$ cat src/core/mch_pkg.sv
// Package for the modem-control handshake block: map, fields, states.
// Assumes a 32-bit AXI4-Lite register bus and a single system clock.
package mch_pkg;
    // Register byte addresses
    localparam logic [7:0] ADDR_CTRL = 8'h00;
    localparam logic [7:0] ADDR_WAIT = 8'h04;
    localparam logic [7:0] ADDR_RTSOFF = 8'h08;
    localparam logic [7:0] ADDR_LINE = 8'h0c;
    localparam logic [7:0] ADDR_ERR = 8'h10;
    localparam logic [7:0] ADDR_DIAG = 8'h14;
    // Control fields
    localparam int CTRL_AUTO = 0;
    localparam int CTRL_DTR = 1;
    localparam int CTRL_RTS = 2;
    // Error fields, write one to clear
    localparam int ERR_DTR_OFF = 0;
    localparam int ERR_CTS_TMO = 1;
    localparam int ERR_CTS_DROP = 2;
    localparam int ERR_DSR_DROP = 3;
    localparam int ERR_W = 4;
    // Widths and reset values
    localparam int TMR_W = 16;
    localparam logic [TMR_W-1:0] WAIT_RST = 16'h0100;
    localparam logic [TMR_W-1:0] RTSOFF_RST = 16'h0100;
    localparam logic [1:0] RESP_OKAY = 2'h0;
    localparam logic [1:0] RESP_DECERR = 2'h3;
    // Sampled partner lines
    typedef struct packed {
        logic dcd;
        logic dsr;
        logic cts;
        logic ri;
    } mch_line_in_s;
    // Transmit handshake states
    typedef enum logic [3:0] {
        ST_IDLE = 4'h1,
        ST_WAIT = 4'h2,
        ST_SEND = 4'h4,
        ST_HOLD = 4'h8
    } mch_state_e;
endpackage

$ cat src/core/mch_top.sv
// Modem-control handshake: DTR/RTS drive, DCD/DSR/CTS/RI sampling,
// automatic RTS/CTS send gating and DSR/DTR receive gating.
// Assumes AXI4-Lite master on aclk; partner lines are asynchronous.
// Contract
// After reset both DTR and RTS are OFF.
// Entering automatic mode drives RTS OFF and DTR ON at once.
// No frame moves while DTR is OFF; incoming data ignored then.
// Send request while DTR OFF is aborted with an error.
// Accepted send request raises RTS and loads the waiting timer.
// Sending starts only after waiting timer expiry with CTS ON.
// CTS not ON by waiting-time end aborts send with error.
// CTS falling during sending aborts it with error.
// After last character RTS stays ON for time-to-RTS-OFF, then OFF.
// RTS release never waits for CTS to fall.
// Reception enabled only while DSR is ON.
// Receive buffer near overflow changes no handshake line.
// DSR falling aborts send or receive, errors, logs diagnostic event.
// Automatic mode ignores software RTS/DTR and disables flow control.
// All six line levels readable in every mode.
// Partner answers RTS with CTS when able to accept data.
// Time-to-RTS-OFF is a software setting long enough for partner.
// Waiting time is a software setting long enough for partner.
// Intervals count clock ticks, reload per request, abort drops RTS.
//
// Chosen here: the address map and the AXI4-Lite interface to the registers.
`timescale 1ns/1ps
`default_nettype none
module mch_top (
    // Clock and reset
    input wire logic aclk,
    input wire logic aresetn,
    // AXI4-Lite slave
    input wire logic [7:0] s_awaddr,
    input wire logic s_awvalid,
    output logic s_awready,
    input wire logic [31:0] s_wdata,
    input wire logic [3:0] s_wstrb,
    input wire logic s_wvalid,
    output logic s_wready,
    output logic [1:0] s_bresp,
    output logic s_bvalid,
    input wire logic s_bready,
    input wire logic [7:0] s_araddr,
    input wire logic s_arvalid,
    output logic s_arready,
    output logic [31:0] s_rdata,
    output logic [1:0] s_rresp,
    output logic s_rvalid,
    input wire logic s_rready,
    // Partner lines
    input wire mch_pkg::mch_line_in_s line_in,
    output logic dtr_out,
    output logic rts_out,
    // Transmitter side
    input wire logic tx_req,
    input wire logic tx_last_done,
    output logic tx_grant,
    output logic tx_fail,
    // Receiver side
    input wire logic rx_near_full,
    output logic rx_enable,
    output logic rx_abort
);
    mch_pkg::mch_line_in_s sync1_ff, sync2_ff;
    logic dsr_q_ff, auto_q_ff;
    logic [2:0] ctrl_ff;
    logic [mch_pkg::TMR_W-1:0] wait_cfg_ff, rtsoff_cfg_ff, tmr_ff;
    logic [mch_pkg::ERR_W-1:0] err_ff, err_set;
    logic [15:0] diag_cnt_ff;
    mch_pkg::mch_state_e state_ff;
    logic aw_hold_ff, w_hold_ff;
    logic [7:0] awaddr_ff;
    logic [31:0] wdata_ff;
    logic [3:0] wstrb_ff;
    logic auto_mode, dsr_fall, cts_on, do_write;

    // Map check shared by read and write paths
    function automatic logic addr_ok(input logic [7:0] a);
        addr_ok = (a == mch_pkg::ADDR_CTRL) || (a == mch_pkg::ADDR_WAIT) ||
            (a == mch_pkg::ADDR_RTSOFF) || (a == mch_pkg::ADDR_LINE) ||
            (a == mch_pkg::ADDR_ERR) || (a == mch_pkg::ADDR_DIAG);
    endfunction

    // Two-stage synchroniser for the asynchronous partner lines
    always_ff @(posedge aclk) begin
        if (!aresetn) begin
            sync1_ff <= '0;
            sync2_ff <= '0;
            dsr_q_ff <= 1'b0;
        end else begin
            sync1_ff <= line_in;
            sync2_ff <= sync1_ff;
            dsr_q_ff <= sync2_ff.dsr;
        end
    end

    assign auto_mode = ctrl_ff[mch_pkg::CTRL_AUTO];
    assign dsr_fall = dsr_q_ff && !sync2_ff.dsr;
    assign cts_on = sync2_ff.cts;
    assign do_write = aw_hold_ff && w_hold_ff && !s_bvalid;

    // Write channel: address and data taken in either order
    always_ff @(posedge aclk) begin
        if (!aresetn) begin
            aw_hold_ff <= 1'b0;
            w_hold_ff <= 1'b0;
            s_awready <= 1'b1;
            s_wready <= 1'b1;
            s_bvalid <= 1'b0;
            s_bresp <= mch_pkg::RESP_OKAY;
            awaddr_ff <= '0;
            wdata_ff <= '0;
            wstrb_ff <= '0;
        end else begin
            if (s_awvalid && s_awready) begin
                aw_hold_ff <= 1'b1;
                s_awready <= 1'b0;
                awaddr_ff <= s_awaddr;
            end
            if (s_wvalid && s_wready) begin
                w_hold_ff <= 1'b1;
                s_wready <= 1'b0;
                wdata_ff <= s_wdata;
                wstrb_ff <= s_wstrb;
            end
            if (do_write) begin
                s_bvalid <= 1'b1;
                s_bresp <= addr_ok(awaddr_ff) ? mch_pkg::RESP_OKAY : mch_pkg::RESP_DECERR;
            end
            if (s_bvalid && s_bready) begin
                s_bvalid <= 1'b0;
                aw_hold_ff <= 1'b0;
                w_hold_ff <= 1'b0;
                s_awready <= 1'b1;
                s_wready <= 1'b1;
            end
        end
    end

    // Configuration registers; only byte lane 0 and 1 carry bits
    always_ff @(posedge aclk) begin
        if (!aresetn) begin
            ctrl_ff <= '0;
            wait_cfg_ff <= mch_pkg::WAIT_RST;
            rtsoff_cfg_ff <= mch_pkg::RTSOFF_RST;
        end else if (do_write) begin
            if (awaddr_ff == mch_pkg::ADDR_CTRL && wstrb_ff[0])
                ctrl_ff <= wdata_ff[2:0];
            if (awaddr_ff == mch_pkg::ADDR_WAIT) begin
                if (wstrb_ff[0]) wait_cfg_ff[7:0] <= wdata_ff[7:0];
                if (wstrb_ff[1]) wait_cfg_ff[15:8] <= wdata_ff[15:8];
            end
            if (awaddr_ff == mch_pkg::ADDR_RTSOFF) begin
                if (wstrb_ff[0]) rtsoff_cfg_ff[7:0] <= wdata_ff[7:0];
                if (wstrb_ff[1]) rtsoff_cfg_ff[15:8] <= wdata_ff[15:8];
            end
        end
    end

    // Read channel, one cycle after the address is taken
    always_ff @(posedge aclk) begin
        if (!aresetn) begin
            s_arready <= 1'b1;
            s_rvalid <= 1'b0;
            s_rdata <= '0;
            s_rresp <= mch_pkg::RESP_OKAY;
        end else if (s_arvalid && s_arready) begin
            s_arready <= 1'b0;
            s_rvalid <= 1'b1;
            s_rresp <= addr_ok(s_araddr) ? mch_pkg::RESP_OKAY : mch_pkg::RESP_DECERR;
            case (s_araddr)
                mch_pkg::ADDR_CTRL: s_rdata <= {29'h0, ctrl_ff};
                mch_pkg::ADDR_WAIT: s_rdata <= {16'h0, wait_cfg_ff};
                mch_pkg::ADDR_RTSOFF: s_rdata <= {16'h0, rtsoff_cfg_ff};
                // Six line levels plus state, readable in any mode
                mch_pkg::ADDR_LINE: s_rdata <= {20'h0, state_ff, 2'h0, sync2_ff.ri,
                    sync2_ff.cts, rts_out, sync2_ff.dsr, dtr_out, sync2_ff.dcd};
                mch_pkg::ADDR_ERR: s_rdata <= {28'h0, err_ff};
                mch_pkg::ADDR_DIAG: s_rdata <= {16'h0, diag_cnt_ff};
                default: s_rdata <= '0;
            endcase
        end else if (s_rvalid && s_rready) begin
            s_rvalid <= 1'b0;
            s_arready <= 1'b1;
        end
    end

    // Error causes detected this cycle
    always_comb begin
        err_set = '0;
        err_set[mch_pkg::ERR_DTR_OFF] = auto_mode && tx_req && state_ff == mch_pkg::ST_IDLE && !dtr_out;
        err_set[mch_pkg::ERR_CTS_TMO] = state_ff == mch_pkg::ST_WAIT && tmr_ff == '0 && !cts_on;
        err_set[mch_pkg::ERR_CTS_DROP] = auto_mode && state_ff == mch_pkg::ST_SEND && !cts_on;
        err_set[mch_pkg::ERR_DSR_DROP] = auto_mode && dsr_fall;
    end

    // Sticky errors; a new cause beats a same-cycle clear
    always_ff @(posedge aclk) begin
        if (!aresetn) begin
            err_ff <= '0;
        end else if (do_write && awaddr_ff == mch_pkg::ADDR_ERR && wstrb_ff[0]) begin
            err_ff <= (err_ff & ~wdata_ff[mch_pkg::ERR_W-1:0]) | err_set;
        end else begin
            err_ff <= err_ff | err_set;
        end
    end

    // Diagnostic log of DSR drop events, saturating
    always_ff @(posedge aclk) begin
        if (!aresetn)
            diag_cnt_ff <= '0;
        else if (err_set[mch_pkg::ERR_DSR_DROP] && diag_cnt_ff != 16'hffff)
            diag_cnt_ff <= diag_cnt_ff + 16'h0001;
    end

    // Send handshake sequencer and its interval timer
    always_ff @(posedge aclk) begin
        if (!aresetn) begin
            state_ff <= mch_pkg::ST_IDLE;
            tmr_ff <= '0;
        end else begin
            case (state_ff)
                mch_pkg::ST_IDLE: begin
                    if (tx_req && (!auto_mode || dtr_out)) begin
                        state_ff <= auto_mode ? mch_pkg::ST_WAIT : mch_pkg::ST_SEND;
                        tmr_ff <= wait_cfg_ff;
                    end
                end
                mch_pkg::ST_WAIT: begin
                    if (dsr_fall || (tmr_ff == '0 && !cts_on) || !auto_mode)
                        state_ff <= mch_pkg::ST_IDLE;
                    else if (tmr_ff == '0)
                        state_ff <= mch_pkg::ST_SEND;
                    else
                        tmr_ff <= tmr_ff - 16'h0001;
                end
                mch_pkg::ST_SEND: begin
                    if (auto_mode && (dsr_fall || !cts_on)) begin
                        state_ff <= mch_pkg::ST_IDLE;
                    end else if (tx_last_done) begin
                        state_ff <= auto_mode ? mch_pkg::ST_HOLD : mch_pkg::ST_IDLE;
                        tmr_ff <= rtsoff_cfg_ff;
                    end
                end
                mch_pkg::ST_HOLD: begin
                    // CTS is not looked at here
                    if (tmr_ff == '0 || !auto_mode)
                        state_ff <= mch_pkg::ST_IDLE;
                    else
                        tmr_ff <= tmr_ff - 16'h0001;
                end
                default: state_ff <= mch_pkg::ST_IDLE;
            endcase
        end
    end

    // Line outputs: software levels only outside automatic mode
    always_ff @(posedge aclk) begin
        if (!aresetn) begin
            dtr_out <= 1'b0;
            rts_out <= 1'b0;
            auto_q_ff <= 1'b0;
        end else begin
            auto_q_ff <= auto_mode;
            if (!auto_mode) begin
                dtr_out <= ctrl_ff[mch_pkg::CTRL_DTR];
                rts_out <= ctrl_ff[mch_pkg::CTRL_RTS];
            end else if (!auto_q_ff) begin
                dtr_out <= 1'b1;
                rts_out <= 1'b0;
            end else begin
                dtr_out <= 1'b1;
                // RTS follows sequencer; an abort lands in idle and drops it
                case (state_ff)
                    mch_pkg::ST_IDLE: rts_out <= tx_req && dtr_out;
                    mch_pkg::ST_WAIT: rts_out <= !(dsr_fall || (tmr_ff == '0 && !cts_on));
                    mch_pkg::ST_SEND: rts_out <= !(dsr_fall || !cts_on);
                    mch_pkg::ST_HOLD: rts_out <= tmr_ff != '0;
                    default: rts_out <= 1'b0;
                endcase
            end
        end
    end

    // User-side strobes; near-full never touches a line output
    always_ff @(posedge aclk) begin
        if (!aresetn) begin
            tx_grant <= 1'b0;
            tx_fail <= 1'b0;
            rx_enable <= 1'b0;
            rx_abort <= 1'b0;
        end else begin
            tx_grant <= (auto_mode && state_ff == mch_pkg::ST_WAIT && tmr_ff == '0 && cts_on && !dsr_fall) ||
                (state_ff == mch_pkg::ST_SEND && !tx_last_done &&
                !(auto_mode && (dsr_fall || !cts_on))) ||
                (state_ff == mch_pkg::ST_IDLE && tx_req && !auto_mode);
            tx_fail <= err_set[mch_pkg::ERR_DTR_OFF] || err_set[mch_pkg::ERR_CTS_TMO] ||
                err_set[mch_pkg::ERR_CTS_DROP] ||
                (auto_mode && dsr_fall && (state_ff == mch_pkg::ST_WAIT || state_ff == mch_pkg::ST_SEND));
            // Near-full left out on purpose: no back-pressure toward the partner
            rx_enable <= !auto_mode || (dtr_out && sync2_ff.dsr);
            rx_abort <= auto_mode && dsr_fall && rx_enable;
        end
    end
endmodule
`default_nettype wire

$ cat config.mk
export PLATFORM = sky130hd
export DESIGN_NAME = mch_top
export DESIGN_NICKNAME = d
export VERILOG_FILES = /design/src/core/mch_pkg.sv /design/src/core/mch_top.sv
export SDC_FILE = /design/constraint.sdc
export NUM_CORES = 1
export LEC_CHECK = 0
export BUFFER_PORTS_ARGS = -buffer_cell sky130_fd_sc_hd__buf_2
export CORE_UTILIZATION = 45
export DETAILED_ROUTE_END_ITERATION = 16
export PLACE_DENSITY = 0.66
export SYNTH_ARGS = -nofsm -noshare
export SYNTH_HDL_FRONTEND = slang
export SYNTH_SLANG_ARGS = --single-unit
$ cat constraint.sdc
create_clock -name aclk -period 2.5 [get_ports aclk]
set_input_delay 0.5 -clock aclk [delete_from_list [all_inputs] [get_ports aclk]]
set_output_delay 0.5 -clock aclk [all_outputs]
set_load 0.01 [all_outputs]
# Yosys cells after proc, flatten, opt, wreduce, memory -nomap -nowiden
# Index checks and enable logic that the tools add are counted.
# totals
reg_bits	160
in_bits	66
wordCells	178
# classes
add_sub_neg	2
eq_ne	24
n_mux	28
bitwise	5
n_reduce_logical	81
# ops
op	n
16-bit 2-to-1 mux	6
16-bit one-hot mux with 6 select lines	1
16-bit one-hot mux with 4 select lines	1
1-bit logical AND	35
8-bit by 4-bit == test with 1-bit output (second input constant)	4
8-bit by 5-bit == test with 1-bit output (second input constant)	4
4-bit 2-to-1 mux	8
1-bit logical OR	22
16-bit by 1-bit adder with 16-bit output (second input constant)	1
8-bit by 3-bit == test with 1-bit output (second input constant)	2
16-bit zero test	1
8-bit zero test	2
16-bit != test (second input constant)	1
4-bit one-hot mux with 4 select lines	1
16-bit nonzero test	1
16-bit by 1-bit subtractor with 16-bit output (second input constant)	1
2-bit != test (second input constant)	7
3-bit AND reduction	4
1-bit zero test	10
4-bit OR	2
1-bit 2-to-1 mux	7
7-bit AND reduction	1
4-bit AND	1
4-bit by 1-bit == test with 1-bit output (second input constant)	1
other kinds (15)	16

# Logic depth before layout (Yosys ltp)
# depth
ltp_word	8
depth_mapped	8
mapped_depth_nobuf	7

# Worst setup path before layout
# No wires, ideal clock.
# synth_timing
path_type	register to register
from	register tmr_ff[0] (netlist bit)
to	register tmr_ff[7] (netlist bit)
arrival_time_ns	2.129
required_time_ns	2.384
path_slack_ns	0.255
path_stages_with_launch	8
cell_sequence	dfxtp_1 inv_1 ha_1 or4b_4 or3_2 nor3_4 nor2_2 a31o_2
# synth_between
elab_chain_cells	6
word_cells_on_any_way	14
# synth_rtl
item	line	source
start: declaration	mch_top.sv:67	logic [mch_pkg::TMR_W-1:0] wait_cfg_ff, rtsoff_cfg_ff, tmr_ff;
start signal: assignment	mch_top.sv:226	tmr_ff <= wait_cfg_ff;
start signal: assignment	mch_top.sv:235	tmr_ff <= tmr_ff - 16'h0001;
start signal: assignment	mch_top.sv:242	tmr_ff <= rtsoff_cfg_ff;
parallel branches: the longest is 6 deep, another holds 16-bit by 1-bit subtractor with 16-bit output	--	
# Several ways; the timed one is not identified. The select of a mux whose other input is x is not followed.
# A chain may end at the register's enable or synchronous reset.

# Worst setup path in the final report
# layout_timing
from	register state_ff[3]
to	register tmr_ff[14] (netlist bit)
# layout_between
elab_chain_cells	3
word_cells_on_any_way	13
# layout_rtl
item	line	source
start: declaration	mch_top.sv:70	mch_pkg::mch_state_e state_ff;
start signal: assignment	mch_top.sv:219	state_ff <= mch_pkg::ST_IDLE;
start signal: assignment	mch_top.sv:225	state_ff <= auto_mode ? mch_pkg::ST_WAIT : mch_pkg::ST_SEND;
start signal: assignment	mch_top.sv:231	state_ff <= mch_pkg::ST_IDLE;
4-bit == test, or another cell as far along	mch_top.sv:222	case (state_ff)
2-bit != test (no line) / 4-bit nonzero test (equally long branches)	--	
7-bit AND reduction (no line)	--	
# Parallel ways exist; a longest one is shown, timed or not.

==> results.py <==
metrics = {
    "floorplanning": {
        "start_util_pct": 46.1,
        "boundaryPins": 113,
        "dieArea_um2": 15500,
        "core-area_um2": 14600,
        "die_y_um": 124,
        "rows": 44,
        "die_x_um": 124,
    },
    "synthesis": {
        "synth_top_area_share_pct": 42.2,
        "synth.most_common_cell": "dfxtp_1",
        "synth.area.mux_share_pct": 6.41,
        "synthArstFlopShare_pct": 0,
        "yosys_warnings": 0,
        "synth_top_family_by_area": "simple AND/OR/NAND/NOR gates",
        "synthesis.area_um2": 6730,
        "synth_ff_type": "dfxtp_1",
        "synth_compound_area_share_pct": 20.7,
        "synth_top_area_cell": "dfxtp_1",
        "yosysUniqueCellTypes": 73,
        "synth-adder-area-share_pct": 0.372,
        "synthTopCellsByCount": "142 x dfxtp_1, 95 x nand2_1, 71 x nor2_1, 60 x a21oi_1, 34 x clkbuf_1",
        "synth-seq-cells": 142,
        "synth_edf_count": 0,
        "synth_xor_area_share_pct": 2.21,
        "syn_area_per_cell_um2": 8.66,
        "syn-instance-count": 777,
        "ys_seq_area_share_pct": 42.2,
        "post_synth_main_area_contributors": "dfxtp_1 42%, nand2_1 5.3%, mux2i_1 4.9%",
        "yosys.area_share.simple_pct": 22.1,
    },
    "timing": {
        "rsz0062_at_grt": "false",
        "final.setup.tns_ns": 0,
        "max_clock_freq_mhz": 429,
        "finalSetupViolations": 0,
        "worst_pin_slew_ns": 0.754,
        "slew-limit-headroom_pct": 49.7,
        "finalHoldViolCount": 0,
        "final_max_slew_viol_count": 0,
        "post-route-min-period_ns": 2.33,
        "period_share_pct": 93.3,
        "finClkSkew_ns": 0.00542,
    },
    "power": {
        "comb_power_share_pct": 12.4,
        "totalPowerFinal_w": 0.00597,
        "power.internal_w": 0.00451,
        "p_sw_share_pct": 24.5,
        "switchingPower_w": 0.00146,
        "power_density_nw_per_um2": 743,
        "pwr-share-clk_pct": 47.5,
        "ir_drop_v": 0.000456,
        "leakagePower_nw": 3.29,
        "pwr-share-seq_pct": 40.0,
    },
    "clock_network": {
        "cts_tree": "built",
        "postCtsSetupBuffers": 0,
        "cts.reportedPaths.clkPinSlew_ns": 0.06,
        "clock_path_buffers": 2,
        "root_buffer": "clkbuf_16",
        "numCtsBuffers": 17,
        "clk_latency_ns": 0.43,
        "cts_hold_buf": 0,
        "cts_sinks": 142,
        "h-tree-depth": 4,
    },
    "global_routing": {
        "grt_overflow_total": 0,
        "track_usage_pct": 24.4,
        "grt_pass1_vias": 5922,
        "grt_antenna_before_repair": 0,
        "grt_pass1_wl_mm": 30.0,
        "grt_max_degree": 37,
    },
    "flow_run": {
        "drv_cap": 0,
    },
    "place": {
        "numPortBuffers": 77,
        "place_inst": 1026,
        "gp_congestion": 0.889,
        "dpl_cell_area_um2": 7380,
        "dp_hpwl_mm": 13.6,
    },
    "route": {
        "via_per_inst": 5.87,
        "postRouteAntennaNets": 0,
        "drt_first_pass_iters": 5,
        "wl_per_cell_um": 17.6,
        "vias": 6198,
        "drcViolationCount": 0,
        "routed_wl_mm": 18.6,
        "drt_iter0_markers": 679,
    },
    "layout": {
        "fin_area_um2": 8040,
        "drive_gt1_share_pct": 20.6,
        "area_delta_synth_final_pct": 19.4,
        "fin_cells": 1056,
        "diodes": 0,
        "final_util_pct": 55.1,
        "nets": 929,
    },
    "min_path": {
        "hp-class": "in -> reg",
    },
    "critical_path": {
        "crit_path_end_kind": "register",
        "cp_data_arrival_time_ns": 2.63,
        "cp.required_ns": 2.80,
        "worstPathMaxFanout": 6,
        "crit_type": "reg -> reg",
        "start_kind": "register",
    },
    "status": {
        "status": "completed",
    },
}
final timing paths:
check	startpoint	end	slack [ns]	cells after the start
worst max-delay path	state_ff[3]$_SDFFE_PN0P_	tmr_ff[14]$_SDFFE_PN0P_	0.17	6
worst min-delay path	line_in[0]	sync1_ff[0]$_SDFF_PN0_	0.27	2
worst max register to register	state_ff[3]$_SDFFE_PN0P_	tmr_ff[14]$_SDFFE_PN0P_	0.17	6
worst min register to register	sync1_ff[1]$_SDFF_PN0_	cts_on$_SDFF_PN0_	0.43	1
registers in the layout, indices dropped and copies added (netlist names), 2 cells and up:
register       cells
err_ff             4
wdata_ff          16
wait_cfg_ff       16
diag_cnt_ff       16
wstrb_ff           2
rtsoff_cfg_ff     16
tmr_ff            16
s_rdata           16
sync2_ff           3
sync1_ff           4
ctrl_ff            3
state_ff           4
awaddr_ff          8
power by group through the flow:
stage                     combinational [W]  sequential, W  clock, W
final                              0.000742        0.00239   0.00284
after global routing               0.000813        0.00240   0.00299
after CTS                          0.000730        0.00239   0.00287
after detailed placement           0.000725        0.00244         0
after global placement             0.000709        0.00244         0
after floorplan                    0.000488        0.00243         0
placed cells by master (no fill, tap or decap), types with 6 or more instances in the layout:
master,netlist,routed
dfxtp_1,142,142
nand2_1,95,95
buf_2,9,77
nor2_1,71,71
a21oi_1,60,60
buf_4,18,41
mux2i_1,33,33
nand3_1,30,30
o21ai_0,24,24
and2_1,19,19
nor3_1,17,17
clkbuf_16,0,17
conb_1,1,16
xor2_1,14,14
a22oi_1,13,13
inv_1,12,12
a222oi_1,12,12
o31ai_1,11,11
a31oi_1,9,9
o311ai_0,8,8
a221oi_1,8,8
a211oi_1,7,7
mux2_2,7,7
and3_1,6,6
o2bb2ai_1,6,6
bufinv_16,0,6
metal layers:
metal	global-route usage (%)	routed length [um]	vias up
met4	12.1	554	0
met2	39.8	8810	218
met1	30.3	8270	2954
met5	0	0	-
met3	5.28	976	43
li1	-	-	2983
final cells by class:
class | count | area (um2)
clock buffer | 19 | 443
tap | 184 | 230
timing repair buffer | 119 | 713
clock inverter | 11 | 214
fill | 1312 | 6550
inverter | 13 | 48.8
multi-input combinational | 568 | 3550
sequential | 142 | 2840
critical path, stage by stage, from the launching register on:
cell and delay [ns]:
dfxtp_1 0.42, or4b_1 0.50, o31a_1 0.17, a221o_2 0.47
buf_4 0.18, o311ai_0 0.34, o31ai_1 0.13
logic make-up after synthesis:
kind of cell | Yosys count
muxes | 41
buffers and inverters | 82
xor gates and xnor gates | 17
adders and majority gates | 2
DFF | 142
AOI/OAI and AO/OA | 199
and+or+nand+nor | 293
other | 1
stage by stage:
stage | hold slack (ns) | worst slack [ns]
global route | 0.270 | 0.0335
CTS | 0.264 | 0.119
floorplan | 0.412 | 0.255
detailed placement | 0.418 | 0.143
global placement | 0.414 | 0.188
finish | 0.275 | 0.167
what timing repair did:
action,CTS,global route
resized for setup,0,2
endpoints found under the hold margin,0,0
endpoints found under the setup margin,0,3
Power figures use the tool's default switching activity.
